## src/rtl/hsf_pkg.sv

```systemverilog
package hsf_pkg;

  // ****************************************
  // timing
  // ****************************************
  localparam int unsigned CLK_FREQ_MHZ     = 100;
  localparam int unsigned DEGLITCH_TIME_NS = 3000;
  localparam int unsigned DEGLITCH_CYC     = (DEGLITCH_TIME_NS * CLK_FREQ_MHZ) / 1000;
  localparam int unsigned GLITCH_W         = 9;
  localparam int unsigned RETRY_W          = 16;
  localparam logic [RETRY_W-1:0] RETRY_CYC_DEF = 16'h03E8;

  // ****************************************
  // analog code widths and limits
  // ****************************************
  localparam int unsigned TEMP_W = 8;
  localparam int unsigned CURR_W = 10;
  localparam logic [TEMP_W-1:0] ABS_THERMAL_LIMIT   = 8'hAF;
  localparam logic [TEMP_W-1:0] THERMAL_HYSTERESIS  = 8'h14;
  localparam logic [TEMP_W:0]   REL_THERMAL_LIMIT   = 9'h03C;
  localparam logic [CURR_W-1:0] OVERCURRENT_THRESH  = 10'h200;
  localparam logic [2:0]        FOLDBACK_COUNT      = 3'h7;

  // ****************************************
  // register port
  // ****************************************
  localparam int unsigned ADDR_W = 4;
  localparam int unsigned DATA_W = 8;
  localparam logic [ADDR_W-1:0] REG_STATUS = 4'h0;
  localparam logic [ADDR_W-1:0] REG_MASK   = 4'h4;
  localparam logic [ADDR_W-1:0] REG_STATE  = 4'h8;
  localparam logic [DATA_W-1:0] MASK_RESET = 8'h00;

  typedef enum logic [1:0] {
    VER_SHUTDOWN,
    VER_FOLDBACK,
    VER_REGULATE
  } hsf_version_type;

  typedef enum logic [1:0] {
    ST_IDLE,
    ST_ON,
    ST_FAULT
  } hsf_state_type;

  // sticky event bits, same layout in status and mask
  typedef struct packed {
    logic [2:0] unused;
    logic       foldback;
    logic       fault_entry;
    logic       overcurrent;
    logic       rel_thermal;
    logic       abs_thermal;
  } hsf_event_type;

  typedef struct packed {
    logic [ADDR_W-1:0] addr;
    logic [DATA_W-1:0] wdata;
    logic              wr;
    logic              rd;
  } hsf_bus_type;

endpackage

```

## src/rtl/hsf_protect.sv

```systemverilog
`timescale 1ns/1ns
// Operation
// - thermal or overcurrent trip forces switch off, fault
// - fault state shows fault on sense output
// - release needs hold low, timer done, faults clear
// - thermal fault: absolute or relative limit exceeded
// - absolute fault holds until below limit minus hysteresis
// - relative fault clears when recovery time elapses
// - shutdown versions turn off at overcurrent threshold
// - overcurrent counts only after 3 us persistence
// - regulating version limits, turns off on thermal
// - regulating version flags fault while limiting
// - foldback version halves threshold after seven faults
// - standby or clean on/off restores threshold, count
// - other versions never reduce the threshold
// - fault state selects fault current on sense
// - hold high latches off; low retries automatically
module hsf_protect
  import hsf_pkg::*;
#(
  parameter hsf_version_type    VERSION   = VER_SHUTDOWN,
  parameter logic [RETRY_W-1:0] RETRY_CYC = RETRY_CYC_DEF
) (
  input  wire logic              I_CORE_CLK,
  input  wire logic              I_SRST,
  input  wire logic              I_EN,
  input  wire logic              I_LATCH,
  input  wire logic              I_STANDBY,
  input  wire logic [TEMP_W-1:0] I_FET_TEMP,
  input  wire logic [TEMP_W-1:0] I_CTRL_TEMP,
  input  wire logic [CURR_W-1:0] I_LOAD_CURRENT,
  input  wire logic [ADDR_W-1:0] I_ADDR,
  input  wire logic [DATA_W-1:0] I_WDATA,
  input  wire logic              I_WR,
  input  wire logic              I_RD,
  output logic                   O_SWITCH_ON,
  output logic                   O_SENSE_FAULT_SEL,
  output logic                   O_LIMITING,
  output logic                   O_FOLDBACK,
  output logic [DATA_W-1:0]      O_RDATA,
  output logic                   O_IRQ
);

  // ****************************************
  // state and next values
  // ****************************************
  hsf_bus_type       bus;
  hsf_state_type     st_q, st_d;
  logic [RETRY_W-1:0]  timer_q, timer_d;
  logic [GLITCH_W-1:0] glitch_q, glitch_d;
  logic              abs_q, abs_d, rel_q, rel_d, oc_q, oc_d;
  logic              lim_q, lim_d;
  logic [2:0]        fold_cnt_q, fold_cnt_d;
  logic              sw_q, sw_d, sns_q, sns_d, fold_q, fold_d, irq_q, irq_d;
  logic [DATA_W-1:0] rdata_q, rdata_d, sts_q, sts_d, mask_q, mask_d;
  hsf_event_type     evt;
  logic [TEMP_W:0]   temp_diff;
  logic [CURR_W-1:0] oc_thresh;
  logic              over, oc_evt, abs_trip, rel_trip, fault_trip;
  logic              any_fault, release_ok, timer_done, clean_cycle;

  assign bus = '{addr: I_ADDR, wdata: I_WDATA, wr: I_WR, rd: I_RD};

  // ****************************************
  // detectors
  // ****************************************
  always_comb begin
    temp_diff = {1'b0, I_FET_TEMP} - {1'b0, I_CTRL_TEMP};
    abs_trip  = I_FET_TEMP > ABS_THERMAL_LIMIT;
    // diff wraps when controller is hotter; bit TEMP_W marks that case
    rel_trip  = !temp_diff[TEMP_W] && (temp_diff > REL_THERMAL_LIMIT);
    oc_thresh = fold_q ? (OVERCURRENT_THRESH >> 1) : OVERCURRENT_THRESH;
    over      = sw_q && (I_LOAD_CURRENT >= oc_thresh);
    oc_evt    = over && (glitch_q == GLITCH_W'(DEGLITCH_CYC - 1));
    timer_done = (timer_q == '0);
    fault_trip = abs_trip || rel_trip || (oc_evt && VERSION != VER_REGULATE);
    any_fault  = abs_q || rel_q || oc_q;
    release_ok = !I_LATCH && timer_done && !any_fault && !fault_trip;

    glitch_d = '0;
    if (over) begin
      glitch_d = (glitch_q == GLITCH_W'(DEGLITCH_CYC)) ? glitch_q : glitch_q + 1'b1;
    end

    // absolute fault keeps until temperature drops by the hysteresis
    abs_d = abs_trip || (abs_q && I_FET_TEMP >= ABS_THERMAL_LIMIT - THERMAL_HYSTERESIS);
    // relative fault has no hysteresis, only the recovery time
    rel_d = rel_trip || (rel_q && !timer_done);
    oc_d  = (oc_evt && VERSION != VER_REGULATE) || (oc_q && !timer_done);
    lim_d = (VERSION == VER_REGULATE) && over
            && (glitch_d == GLITCH_W'(DEGLITCH_CYC));
  end

  // ****************************************
  // switch control
  // ****************************************
  always_comb begin
    st_d    = st_q;
    timer_d = timer_q;
    case (st_q)
      ST_IDLE: begin
        if (fault_trip) st_d = ST_FAULT;
        else if (I_EN) st_d = ST_ON;
      end
      ST_ON: begin
        if (fault_trip) st_d = ST_FAULT;
        else if (!I_EN) st_d = ST_IDLE;
      end
      ST_FAULT: begin
        if (!timer_done) timer_d = timer_q - 1'b1;
        if (release_ok) st_d = ST_IDLE;
      end
      default: st_d = ST_IDLE;
    endcase
    if (fault_trip && st_q != ST_FAULT) timer_d = RETRY_CYC;
    clean_cycle = (st_q == ST_ON) && (st_d == ST_IDLE);

    fold_cnt_d = fold_cnt_q;
    if (I_STANDBY || clean_cycle) begin
      fold_cnt_d = '0;
    end else if (st_q != ST_FAULT && st_d == ST_FAULT && fold_cnt_q != FOLDBACK_COUNT) begin
      fold_cnt_d = fold_cnt_q + 1'b1;
    end
    fold_d = (VERSION == VER_FOLDBACK) && (fold_cnt_d == FOLDBACK_COUNT);
    sw_d   = (st_d == ST_ON);
    sns_d  = (st_d == ST_FAULT) || lim_d;
  end

  // ****************************************
  // registers and interrupt
  // ****************************************
  always_comb begin
    evt             = '0;
    evt.abs_thermal = abs_trip && !abs_q;
    evt.rel_thermal = rel_trip && !rel_q;
    evt.overcurrent = oc_evt;
    evt.fault_entry = (st_q != ST_FAULT) && (st_d == ST_FAULT);
    evt.foldback    = fold_d && !fold_q;
    mask_d = (bus.wr && bus.addr == REG_MASK) ? bus.wdata : mask_q;
    // a new event in the clearing cycle survives
    sts_d  = (sts_q & ~((bus.wr && bus.addr == REG_STATUS) ? bus.wdata : '0)) | evt;
    irq_d  = |(sts_d & mask_d);
    rdata_d = '0;
    if (bus.rd) begin
      case (bus.addr)
        REG_STATUS: rdata_d = sts_q;
        REG_MASK:   rdata_d = mask_q;
        REG_STATE:  rdata_d = {fold_cnt_q, lim_q, any_fault, st_q, sw_q};
        default:    rdata_d = '0;
      endcase
    end
  end

  always_ff @(posedge I_CORE_CLK) begin
    if (I_SRST) begin
      st_q       <= ST_IDLE;
      timer_q    <= '0;
      glitch_q   <= '0;
      abs_q      <= 1'b0;
      rel_q      <= 1'b0;
      oc_q       <= 1'b0;
      lim_q      <= 1'b0;
      fold_cnt_q <= '0;
      sw_q       <= 1'b0;
      sns_q      <= 1'b0;
      fold_q     <= 1'b0;
      sts_q      <= '0;
      mask_q     <= MASK_RESET;
      irq_q      <= 1'b0;
      rdata_q    <= '0;
    end else begin
      st_q       <= st_d;
      timer_q    <= timer_d;
      glitch_q   <= glitch_d;
      abs_q      <= abs_d;
      rel_q      <= rel_d;
      oc_q       <= oc_d;
      lim_q      <= lim_d;
      fold_cnt_q <= fold_cnt_d;
      sw_q       <= sw_d;
      sns_q      <= sns_d;
      fold_q     <= fold_d;
      sts_q      <= sts_d;
      mask_q     <= mask_d;
      irq_q      <= irq_d;
      rdata_q    <= rdata_d;
    end
  end

  assign O_SWITCH_ON       = sw_q;
  assign O_SENSE_FAULT_SEL = sns_q;
  assign O_LIMITING        = lim_q;
  assign O_FOLDBACK        = fold_q;
  assign O_RDATA           = rdata_q;
  assign O_IRQ             = irq_q;

  // ****************************************
  // assertions
  // ****************************************
  property p_fault_off;
    @(posedge I_CORE_CLK) disable iff (I_SRST)
      (st_q == ST_FAULT) |-> !O_SWITCH_ON;
  endproperty
  a_fault_off: assert property (p_fault_off) else $error("switch on in fault state");

  property p_trip_enter;
    @(posedge I_CORE_CLK) disable iff (I_SRST)
      (abs_trip || rel_trip) |=> (st_q == ST_FAULT) && !O_SWITCH_ON;
  endproperty
  a_trip_enter: assert property (p_trip_enter) else $error("thermal trip not handled");

  property p_sense_fault;
    @(posedge I_CORE_CLK) disable iff (I_SRST)
      (st_q == ST_FAULT) |-> O_SENSE_FAULT_SEL;
  endproperty
  a_sense_fault: assert property (p_sense_fault) else $error("no fault indication");

  property p_release;
    @(posedge I_CORE_CLK) disable iff (I_SRST)
      (st_q == ST_FAULT) ##1 (st_q != ST_FAULT) |-> $past(release_ok);
  endproperty
  a_release: assert property (p_release) else $error("fault released early");

  property p_abs_hold;
    @(posedge I_CORE_CLK) disable iff (I_SRST)
      abs_q && (I_FET_TEMP >= ABS_THERMAL_LIMIT - THERMAL_HYSTERESIS) |=> abs_q;
  endproperty
  a_abs_hold: assert property (p_abs_hold) else $error("absolute fault cleared early");

  property p_rel_clear;
    @(posedge I_CORE_CLK) disable iff (I_SRST)
      rel_q && timer_done && !rel_trip |=> !rel_q;
  endproperty
  a_rel_clear: assert property (p_rel_clear) else $error("relative fault stuck");

  property p_deglitch;
    @(posedge I_CORE_CLK) disable iff (I_SRST)
      $rose(oc_q) |-> $past(over, 1) && $past(over, 2) && $past(over, 8);
  endproperty
  a_deglitch: assert property (p_deglitch) else $error("overcurrent not filtered");

  property p_regulate;
    @(posedge I_CORE_CLK) disable iff (I_SRST)
      O_LIMITING |-> O_SENSE_FAULT_SEL && !oc_q && (VERSION == VER_REGULATE);
  endproperty
  a_regulate: assert property (p_regulate) else $error("limiting misreported");

  property p_foldback;
    @(posedge I_CORE_CLK) disable iff (I_SRST)
      O_FOLDBACK |-> (VERSION == VER_FOLDBACK) && (fold_cnt_q == FOLDBACK_COUNT);
  endproperty
  a_foldback: assert property (p_foldback) else $error("threshold reduced wrongly");

  property p_standby;
    @(posedge I_CORE_CLK) disable iff (I_SRST)
      I_STANDBY |=> (fold_cnt_q == '0) && !O_FOLDBACK;
  endproperty
  a_standby: assert property (p_standby) else $error("foldback not restored");

  property p_timer_restart;
    @(posedge I_CORE_CLK) disable iff (I_SRST)
      (st_q != ST_FAULT) ##1 (st_q == ST_FAULT) |-> (timer_q == RETRY_CYC);
  endproperty
  a_timer_restart: assert property (p_timer_restart) else $error("timer not restarted");

  property p_follow_enable;
    @(posedge I_CORE_CLK) disable iff (I_SRST)
      (st_q != ST_FAULT) && !fault_trip |=> (O_SWITCH_ON == $past(I_EN));
  endproperty
  a_follow_enable: assert property (p_follow_enable) else $error("enable ignored");

  property p_oc_off;
    @(posedge I_CORE_CLK) disable iff (I_SRST)
      oc_q |-> !O_SWITCH_ON && (st_q == ST_FAULT);
  endproperty
  a_oc_off: assert property (p_oc_off) else $error("on with overcurrent fault");

  property p_sense_source;
    @(posedge I_CORE_CLK) disable iff (I_SRST)
      O_SENSE_FAULT_SEL |-> (st_q == ST_FAULT) || O_LIMITING;
  endproperty
  a_sense_source: assert property (p_sense_source) else $error("wrong sense source");

  property p_release_sense;
    @(posedge I_CORE_CLK) disable iff (I_SRST)
      (st_q == ST_FAULT) ##1 (st_q == ST_IDLE) |-> !O_SENSE_FAULT_SEL;
  endproperty
  a_release_sense: assert property (p_release_sense) else $error("indication kept");

  property p_clean_cycle;
    @(posedge I_CORE_CLK) disable iff (I_SRST)
      (st_q == ST_ON) ##1 (st_q == ST_IDLE) |-> (fold_cnt_q == '0) && !O_FOLDBACK;
  endproperty
  a_clean_cycle: assert property (p_clean_cycle) else $error("count not cleared");

  c_fault: cover property (@(posedge I_CORE_CLK) disable iff (I_SRST)
    (st_q == ST_ON) ##1 (st_q == ST_FAULT));
  c_retry: cover property (@(posedge I_CORE_CLK) disable iff (I_SRST)
    (st_q == ST_FAULT) ##1 (st_q == ST_IDLE) ##1 (st_q == ST_ON));
  c_fold: cover property (@(posedge I_CORE_CLK) disable iff (I_SRST) $rose(O_FOLDBACK));
  c_limit: cover property (@(posedge I_CORE_CLK) disable iff (I_SRST) $rose(O_LIMITING));
  c_clean: cover property (@(posedge I_CORE_CLK) disable iff (I_SRST)
    (st_q == ST_ON) ##1 (st_q == ST_IDLE));

endmodule

```

## config.mk

```make
export PLATFORM = sky130hd
export DESIGN_NAME = hsf_protect
export DESIGN_NICKNAME = d
export VERILOG_FILES = /design/src/rtl/hsf_pkg.sv /design/src/rtl/hsf_protect.sv
export SDC_FILE = /design/constraint.sdc
export NUM_CORES = 1
export LEC_CHECK = 0
export ABC_AREA = 1
export BUFFER_PORTS_ARGS = -buffer_cell sky130_fd_sc_hd__clkbuf_2
export CAP_MARGIN = 5
export CORE_MARGIN = 1.5
export CORE_UTILIZATION = 56
export DETAILED_ROUTE_END_ITERATION = 6
export MAX_ROUTING_LAYER = met4
export PLACE_DENSITY = 0.92
export SLEW_MARGIN = 20
export SYNTH_ARGS = -nofsm -noshare
export SYNTH_HDL_FRONTEND = slang
export SYNTH_SLANG_ARGS = --single-unit
```

## constraint.sdc

```tcl
create_clock -name I_CORE_CLK -period 2.7 [get_ports I_CORE_CLK]
set_input_delay 0.27 -clock I_CORE_CLK [delete_from_list [all_inputs] [get_ports I_CORE_CLK]]
set_output_delay 0.27 -clock I_CORE_CLK [all_outputs]
set_load 0.01 [all_outputs]
```

Yosys cells after proc, flatten, opt, wreduce, memory -nomap -nowiden
Cells that the tools add are included.
- register bits: 60
- logic and storage cells: 96
- $add $sub $neg: 4
- magnitude comparators: 4
- equal/unequal tests: 11
- mux-type cells: 12
- bitwise gates (word level): 7
- reductions and logical operators: 44
- operators by type and width (operator ; count):
    10-bit 2-to-1 mux ; 3
    8-bit one-hot mux with 3 select lines ; 1
    9-bit equality test (second input constant) ; 2
    1-bit logical AND ; 17
    8-bit bitwise AND ; 2
    16-bit logical NOT ; 1
    8-bit 2-to-1 mux ; 2
    16-bit by 1-bit subtractor with 16-bit output (second input constant) ; 1
    10-bit greater-or-equal comparator (second input constant) ; 1
    2-bit 2-to-1 mux ; 5
    9-bit by 1-bit adder with 9-bit output (second input constant) ; 1
    9-bit by 6-bit greater-than comparator with 1-bit output (second input constant) ; 1
    8-bit by 8-bit subtractor with 9-bit output ; 1
    8-bit greater-or-equal comparator (second input constant) ; 1
    8-bit greater-than comparator (second input constant) ; 1
    1-bit logical OR ; 8
    8-bit NOT ; 1
    8-bit by 4-bit bitwise OR with 8-bit output ; 1
    2-bit OR reduction ; 4
    8-bit OR reduction ; 1
    1-bit logical NOT ; 7
    2-bit one-hot mux with 3 select lines ; 1
    2-bit by 1-bit equality test with 1-bit output (second input constant) ; 2
    2-bit equality test (second input constant) ; 2
    other kinds (11) ; 15

Depth between registers and ports, before layout
Gate-level depths: netlist (run 1).
- word-level depth: 14
- mapped depth: 18

Worst setup path before layout (run 1)
No wires, ideal clock.
- path kind: input -> register
- start point: input I_FET_TEMP[0]
- end point: register timer_q[2]
- setup time: 73 ps
- arrival time: 1874 ps
- required time: 2627 ps
- path slack: 753 ps
- stages: 16
- cell sequence: inv_1 > ha_1 > fa_1 > inv_1 > nand2_1 > nand2_1 > nand3_2 > nand3_1 > nand2_1 > nor2_2 > nand2_2 > nand2_4 > nand2_8 > nand2_8 > nand2_8 > nor3_4
- longest elaborated chain between the ends: 7
- elaborated cells on any way between the ends: 9
- classes of those cells: 1 x add/sub; 2 x order compare; 6 x reduce/logical
- RTL lines (item ; RTL line ; RTL):
    from (decl) ; hsf_protect.sv:29 ; input wire logic [TEMP_W-1:0] I_FET_TEMP,
    8-bit by 8-bit subtractor with 9-bit output ; hsf_protect.sv:68 ; temp_diff = {1'b0, I_FET_TEMP} - {1'b0, I_CTRL_TEMP};
    9-bit by 6-bit greater-than comparator with 1-bit output / 1-bit logical NOT (equally long branches) ; hsf_protect.sv:71 ; rel_trip = !temp_diff[TEMP_W] && (temp_diff > REL_THERMAL_LIMIT);
    1-bit logical AND ; hsf_protect.sv:71 ;
    1-bit logical OR (*) (2 in a row) ; hsf_protect.sv:76 ; fault_trip = abs_trip || rel_trip || (oc_evt && VERSION != VER_REGULATE);
    1-bit logical AND (*) ; hsf_protect.sv:115 ; if (fault_trip && st_q != ST_FAULT) timer_d = RETRY_CYC;
    2-bit OR reduction (no line) (*) ; -- ;
    to (signal assigned) ; hsf_protect.sv:173 ; timer_q <= timer_d;
    to (decl) ; hsf_protect.sv:49 ; logic [RETRY_W-1:0] timer_q, timer_d;
Mark *: on every way between the ends. The rest lies on a longest branch, timed or not.
A chain may end at the register's enable or synchronous reset.

Worst setup path after layout (run 1)
- start point: input I_FET_TEMP[0]
- end point: register timer_q[15]
The elaborated chain is that of the path after synthesis.

==> flow_summary.toml, run 1 <==
[drt]
routed_wirelength_um = 7470
detail_route.first_pass.iterations = 5
detail_route.iter0.violations = 186
drc_errors = 0
antenna_left = 0
via_per_inst = 5.14
vias = 3243
wl_per_cell_um = 11.8

[clock_network]
clockRootBuffer = "clkbuf_8"
cts_made_buffers = 9
cts_tree = "done"
cts.clk_slew.worst_paths_ps = 70
cts.path.max_buffers = 2
clock-sinks = 60
cts_resized = 0
clock_latency_ps = 360
cts.hold.buffers_added = 0
htree_levels = 3
cts_setup_buffers = 0

[power]
clock_power_share_pct = 37.2
p_comb_share_pct = 21.9
p_leak_nw = 1.91
power_density_nw_per_um2 = 611
swShare_pct = 30.7
p_seq_share_pct = 40.9
power.internal_mw = 1.67
p_switching_mw = 0.740
peakVddDrop_mv = 0.390

[setup_path]
crit_type = "in -> reg"
path_delay_family = "simple AND/OR/NAND/NOR gates"
cp_max_fo = 10
cp-start-kind = "input pin"
cp-end-kind = "flop"
crit_chain = "clkbuf_2 > inv_1 > ha_1 > fa_1 > inv_1 > nand2_1 > nand2_1 > nand3_2 > nand3_1 > nand2_1 > nor2_2 > nand2_2 > nand2_4 > nand2_8 > nand2_8 > nand2_8 > nor2_2"
path_buf_inv = 3
slowest_delay_ps = 360
cp.arrival_ps = 2230
required_ps = 2990
critPathSlowestCell = "fa_1"

[finish]
num_antenna_cells = 0
stdcell_count = 631
nFillCells = 472
drive_above_1_share_pct = 18.7
nets = 610
multi_input_area_sq_um = 1810
syn2layout_area_growth_pct = 14.9
register_area_sq_um = 1200

[die]
die_w_um = 81.3
ioPinCount = 58
coreArea_sq_um = 5920
start_util_pct = 58.0
placementRows = 28
die-area_sq_um = 6610
chipHeight_um = 81.3

[grt]
grt_overflow = 0
grt_first_pass_wirelength_um = 12400
grt_util_all_layers_pct = 25.0
grt_max_degree = 33
antenna_found_initial = 0
grt_pass1_vias = 2968

[sta]
worst_slew_pin_slew_ps = 646
finalSetupTns_ps = 0
hold_violations = 0
final_max_slew_viol_count = 0
slew_headroom_pct = 56.9
min_period_ps = 1940
period_share_pct = 72.0
timing.fmax_ghz = 0.515
fin_worst_skew_ps = 7.31
finalSetupViolCount = 0
rsz0062_at_grt = "false"

[logic_synthesis]
yosys-top-cells-area = "dfxtp_1, nand2_1, inv_1"
syn-instance-count = 498
ys.warnings.count = 0
yosysMostFrequentCell = "nand2_1"
synth-seq-cells = 60
synth_largest_area_cell = "dfxtp_1"
async_flop_share_pct = 0
synthTopCellsByCount = "nand2_1, inv_1, dfxtp_1"
synth_area_sq_um = 3430
synth_top_area_share_pct = 35.0
synth-edff-count = 0
synth-main-ff-cell = "dfxtp_1"
ys_types = 42
synth-seq-area-share_pct = 35.0
syn_area_per_cell_sq_um = 6.89

[min_path]
hp-class = "in -> reg"

[outcome]
status = "complete, no violations"

[placed_design]
port_buffers = 46
gp_congestion = 0.883
dp_cells = 615
post-dp-hpwl_um = 5540

[flow_run]
cap_viol_max_count = 0
==> worst paths after layout <==
check,from,endpoint,slack (ps),depth (start not counted)
min,I_RD,O_RDATA[4],160,3
max reg2reg,timer_q[0],timer_q[11],850,12
max,I_FET_TEMP[0],timer_q[15],760,17
min reg2reg,mask_q[4],O_RDATA[4],470,2
==> cells by family (layout without fill, tap and decap cells) <==
kind of cell | Yosys count | after routing | synth area share [%]
buffers and inverters | 110 | 167 | 12.5
DFF | 60 | 60 | 35.0
AOI/OAI and AO/OA | 66 | 66 | 11.3
xor gates and xnor gates | 7 | 7 | 1.79
other | 1 | 2 | 0.109
and+or+nand+nor | 240 | 240 | 34.0
adders and majority gates | 14 | 14 | 5.32
==> routing by layer <==
layer	GRT usage (%)	routed length, um	share of wire [%]	up-vias
met3	3.82	376	5.0	17
met5	-	0	0	-
met4	13.1	196	2.6	0
met1	28.5	3250	44	1472
met2	42.2	3640	49	100
li1	-	-	-	1654
==> through the flow <==
stage               worst slack [ps]  utilization, %  instance area [sq um]  total power, mW  hold slack, ps
floorplan                        753               -                   3440             1.40             360
global placement                 511            63.0                   3730             1.50             453
detailed placement               423            63.0                   3730             1.53             455
CTS                              775            66.6                   3950             2.41             161
global route                     563            66.6                   3950             2.53             180
finish                           757            66.6                   3950             2.41             156
==> flip-flops by register name, indices dropped and copies added, names as in the netlist <==
name and count:
O_IRQ 1, O_RDATA 8, O_SENSE_FAULT_SEL 1, O_SWITCH_ON 1
abs_q 1, fold_cnt_q 3, glitch_q 9, mask_q 8
oc_q 1, rel_q 1, st_q 2, sts_q 8
timer_q 16
==> cell type report <==
cell class | count | area share (%)
flip-flops and latches | 60 | 30.4
multi-input cells | 329 | 45.8
well taps | 75 | 2.38
clock buffers | 11 | 3.58
inverters | 104 | 9.90
repair buffers | 47 | 6.03
clock inverters | 5 | 1.90
==> cell usage in the layout, fill, tap and decap left out, types with 2 or more instances in the layout <==
cell type,count
bufinv_16,2
or2_4,2
nor2_1,44
clkbuf_8,10
conb_1,2
o221ai_1,2
nor4_1,2
nand4_1,5
a21oi_1,29
a31oi_1,4
clkinv_2,3
nor3_1,18
ha_1,13
nor2_2,15
nand2_2,5
nand2_8,3
xor2_1,7
nand3_1,15
nand2_4,2
clkbuf_2,46
inv_2,2
a21oi_2,4
o21a_1,2
nand3b_1,3
inv_1,102
nor2_4,3
o211ai_1,4
dfxtp_1,60
o21ai_0,16
nand2_1,116
nand3_2,3
==> power groups by stage <==
stage / registers [mW] / logic [mW] / clock network (mW)
3_3_place_gp: 1.00 / 0.498 / 0
5_1_grt: 0.992 / 0.597 / 0.937
4_1_cts: 0.985 / 0.527 / 0.897
3_5_place_dp: 1.00 / 0.522 / 0
2_1_floorplan: 0.994 / 0.410 / 0
6_report: 0.986 / 0.528 / 0.896
==> worst reg2reg max path, stage by stage (launching register included) <==
cell and delay (ps):
dfxtp_1 340, inv_1 70, ha_1 220, nand3_2 130
nor2_1 70, nand2_2 110, nand2_4 110, nor2_4 130
nand3_2 110, nor2_2 150, nand3_1 100, xor2_1 170
nor2_2 40
Note: power is estimated with default switching activity, not from simulation.
==> run 2, diff against run 1 <==
--- a/config.mk
+++ b/config.mk
@@ -9,10 +9,10 @@
 export BUFFER_PORTS_ARGS = -buffer_cell sky130_fd_sc_hd__clkbuf_2
 export CAP_MARGIN = 5
 export CORE_MARGIN = 1.5
-export CORE_UTILIZATION = 56
+export CORE_UTILIZATION = 51
 export DETAILED_ROUTE_END_ITERATION = 6
 export MAX_ROUTING_LAYER = met4
-export PLACE_DENSITY = 0.92
+export PLACE_DENSITY = 0.88
 export SLEW_MARGIN = 20
 export SYNTH_ARGS = -nofsm -noshare
 export SYNTH_HDL_FRONTEND = slang
==> constraint.sdc (replaced) <==
create_clock -name I_CORE_CLK -period 1.6 [get_ports I_CORE_CLK]
set_input_delay 0.16 -clock I_CORE_CLK [delete_from_list [all_inputs] [get_ports I_CORE_CLK]]
set_output_delay 0.16 -clock I_CORE_CLK [all_outputs]
set_load 0.01 [all_outputs]
==> run 2 against run 1 <==
The run now ends with DRC, setup timing left. Sequential share of layout area decreased by 4.0 points. Total power increased by 79%. Core utilization increased by 4.6 points. Die area increased by 9.4%. Clock power increased by 44%. Clock-buffer cell count increased by 2. First-iteration DRC count increased by 9.7%. Sequential power increased by 70%. Hold slack got worse by 100 ps. Non-clock buffer count increased by 49. Cell count increased by 8.2%. Critical endpoint is now timer_q[0].
==> flow_summary.toml, run 2 (synthesis gave the netlist of run 1 again) <==
[sta]
hold_violations = 0
finalSetupTns_ps = -501
final_max_slew_viol_count = 0
timing.fmax_ghz = 0.601
fin_worst_skew_ps = 10.9
period_share_pct = 104
min_period_ps = 1660
final.setup.worst_slack_ps = -64.2
whs_ps = 53.6
rsz0062_at_grt = "true"
finalSetupViolCount = 18

[setup_path]
reg2reg_slack_ps = -60
r2r_cells = 12
cp_max_fo = 8
path_delay_family = "simple AND/OR/NAND/NOR gates"
crit_type = "in -> reg"
cp.arrival_ps = 1940
slowest_delay_ps = 510
cp-start-kind = "input pin"
required_ps = 1880
critPathSlowestCell = "fa_2"
cp_common_cell = "nand2_8"
crit_chain = "clkbuf_16 > clkinv_8 > ha_4 > fa_2 > nand2_1 > o21ai_1 > nor2_1 > nand3_1 > nor2_1 > nand2_1 > nand2_2 > nand2_4 > nand2_8 > nand2_8 > nand2_8 > a21oi_2"
cp-end-kind = "flop"
path_buf_inv = 2
worst-path-stages = 16
r2r_start = "timer_q[0]"
worstReg2RegEnd = "timer_q[11]"

[grt]
grt_util_all_layers_pct = 25.2
antenna_found_initial = 0
grt_overflow = 0
grt_max_degree = 15
grt_pass1_vias = 3313
grt_first_pass_wirelength_um = 14200

[flow_run]
cap_viol_max_count = 0

[clock_network]
clock_latency_ps = 350
cts.path.max_buffers = 2
htree_levels = 3
cts_tree = "done"
clockRootBuffer = "clkbuf_8"
cts.clk_slew.worst_paths_ps = 70
cts_made_buffers = 9
clock-sinks = 60

[min_path]
hp-class = "in -> reg"
hold_path_end = "O_RDATA[4]"
min_from = "I_RD"
min_delay_path_depth = 3

[power]
p_seq_share_pct = 38.9
swShare_pct = 34.1
clock_power_share_pct = 30.0
p_switching_mw = 1.47
p_comb_share_pct = 31.1
peakVddDrop_mv = 0.410
p_leak_nw = 2.16
power_density_nw_per_um2 = 942
power.internal_mw = 2.84
fin_total_pwr_mw = 4.31

[drt]
antenna_left = 0
detail_route.first_pass.iterations = 7
vias = 3543
via_per_inst = 5.19
wl_per_cell_um = 13.1
detail_route.iter0.violations = 204
drc_errors = 3
routed_wirelength_um = 8970

[placed_design]
post-place-ws_ps = -475
gp_congestion = 0.914
post-dp-hpwl_um = 5940
port_buffers = 46

[die]
coreArea_sq_um = 6420
ioPinCount = 58
die_w_um = 85.0
start_util_pct = 53.4
placementRows = 29
die-area_sq_um = 7230
chipHeight_um = 85.0

[finish]
drive_above_1_share_pct = 32.8
top_register = "timer_q"
nFillCells = 461
most-common-layout-cells = "nand2_1, inv_1, dfxtp_1"
final_common_cell = "nand2_1"
num_antenna_cells = 0
top_regs = "timer_q: 16 flops, glitch_q: 9 flops"
syn2layout_area_growth_pct = 33.3
nets = 660
largest_register_ffs = 16

[outcome]
violations = "DRC, setup timing"
status = "complete, but fails checks"
## run 2: changes by cell type in the layout (fill, tap and decap cells not counted), sizes merged
cell      change
buf          +49
bufinv        -2
clkbuf        +2
clkinvlp      +2
clkinv        -1
inv           -1
nand2         +1
## run 2: how the worst max path moves through the flow
stage / start / end / slack [ps]
after floorplan: I_FET_TEMP[0] / timer_q[2] / -180
after global placement: I_FET_TEMP[0] / timer_q[2] / -440
after detailed placement: I_FET_TEMP[0] / timer_q[2] / -480
after CTS: timer_q[1] / timer_q[13] / -50
after global routing: glitch_q[0] / fold_cnt_q[2] / -190
final: I_FET_TEMP[0] / timer_q[0] / -60
## run 2: worst register-to-register path: cells and delay by family, from the launching register on
kind          cells  cell delay, ps
simple gates      9             890
flops             1             340
fa+ha+maj         1             170
xor+xnor          1             160
buf+inv           1              50
## run 2: through the flow
step	utilization (%)	cells	instance area [sq um]
3_3_place_gp	63.2	657	4060
2_1_floorplan	-	499	3460
6_report	71.2	683	4570
4_1_cts	68.6	679	4400
5_1_grt	71.2	683	4570
3_5_place_dp	63.2	657	4060
## run 2: cell type report
type	instances	area, sq um	area share (%)
multi-input combinational	330	2050	44.8
inverter	104	403	8.81
clock buffer	13	169	3.69
clock inverter	3	20.0	0.438
tap	77	96.3	2.11
sequential	60	1210	26.4
timing repair buffer	96	629	13.8
## run 2: power groups by stage
stage | Combinational (mW) | Sequential (mW) | Clock [mW]
finish | 1.34 | 1.68 | 1.29
global route | 1.46 | 1.68 | 1.35
CTS | 1.17 | 1.66 | 1.28
detailed placement | 1.07 | 1.69 | 0
global placement | 1.03 | 1.69 | 0
floorplan | 0.702 | 1.68 | 0
## run 2: timing repair
| action | CTS | global route |
|---|---|---|
| pin swaps | 21 | 20 |
| endpoints found under the setup margin | 25 | 28 |
| resized for setup | 24 | 36 |
| hold buffers | 0 | 0 |
| setup buffers | 5 | 4 |
| cloned | 1 | 0 |
## run 2: routing by layer
metal  vias up  global-route usage, %  wire, um  share of wire, %
li1       1756                      -         -                 -
met1      1642                   28.8      3640                41
met2       117                   43.7      4600                51
met3        28                   2.82       430               4.8
met4         0                   12.1       299               3.3
met5         -                      -         0                 0
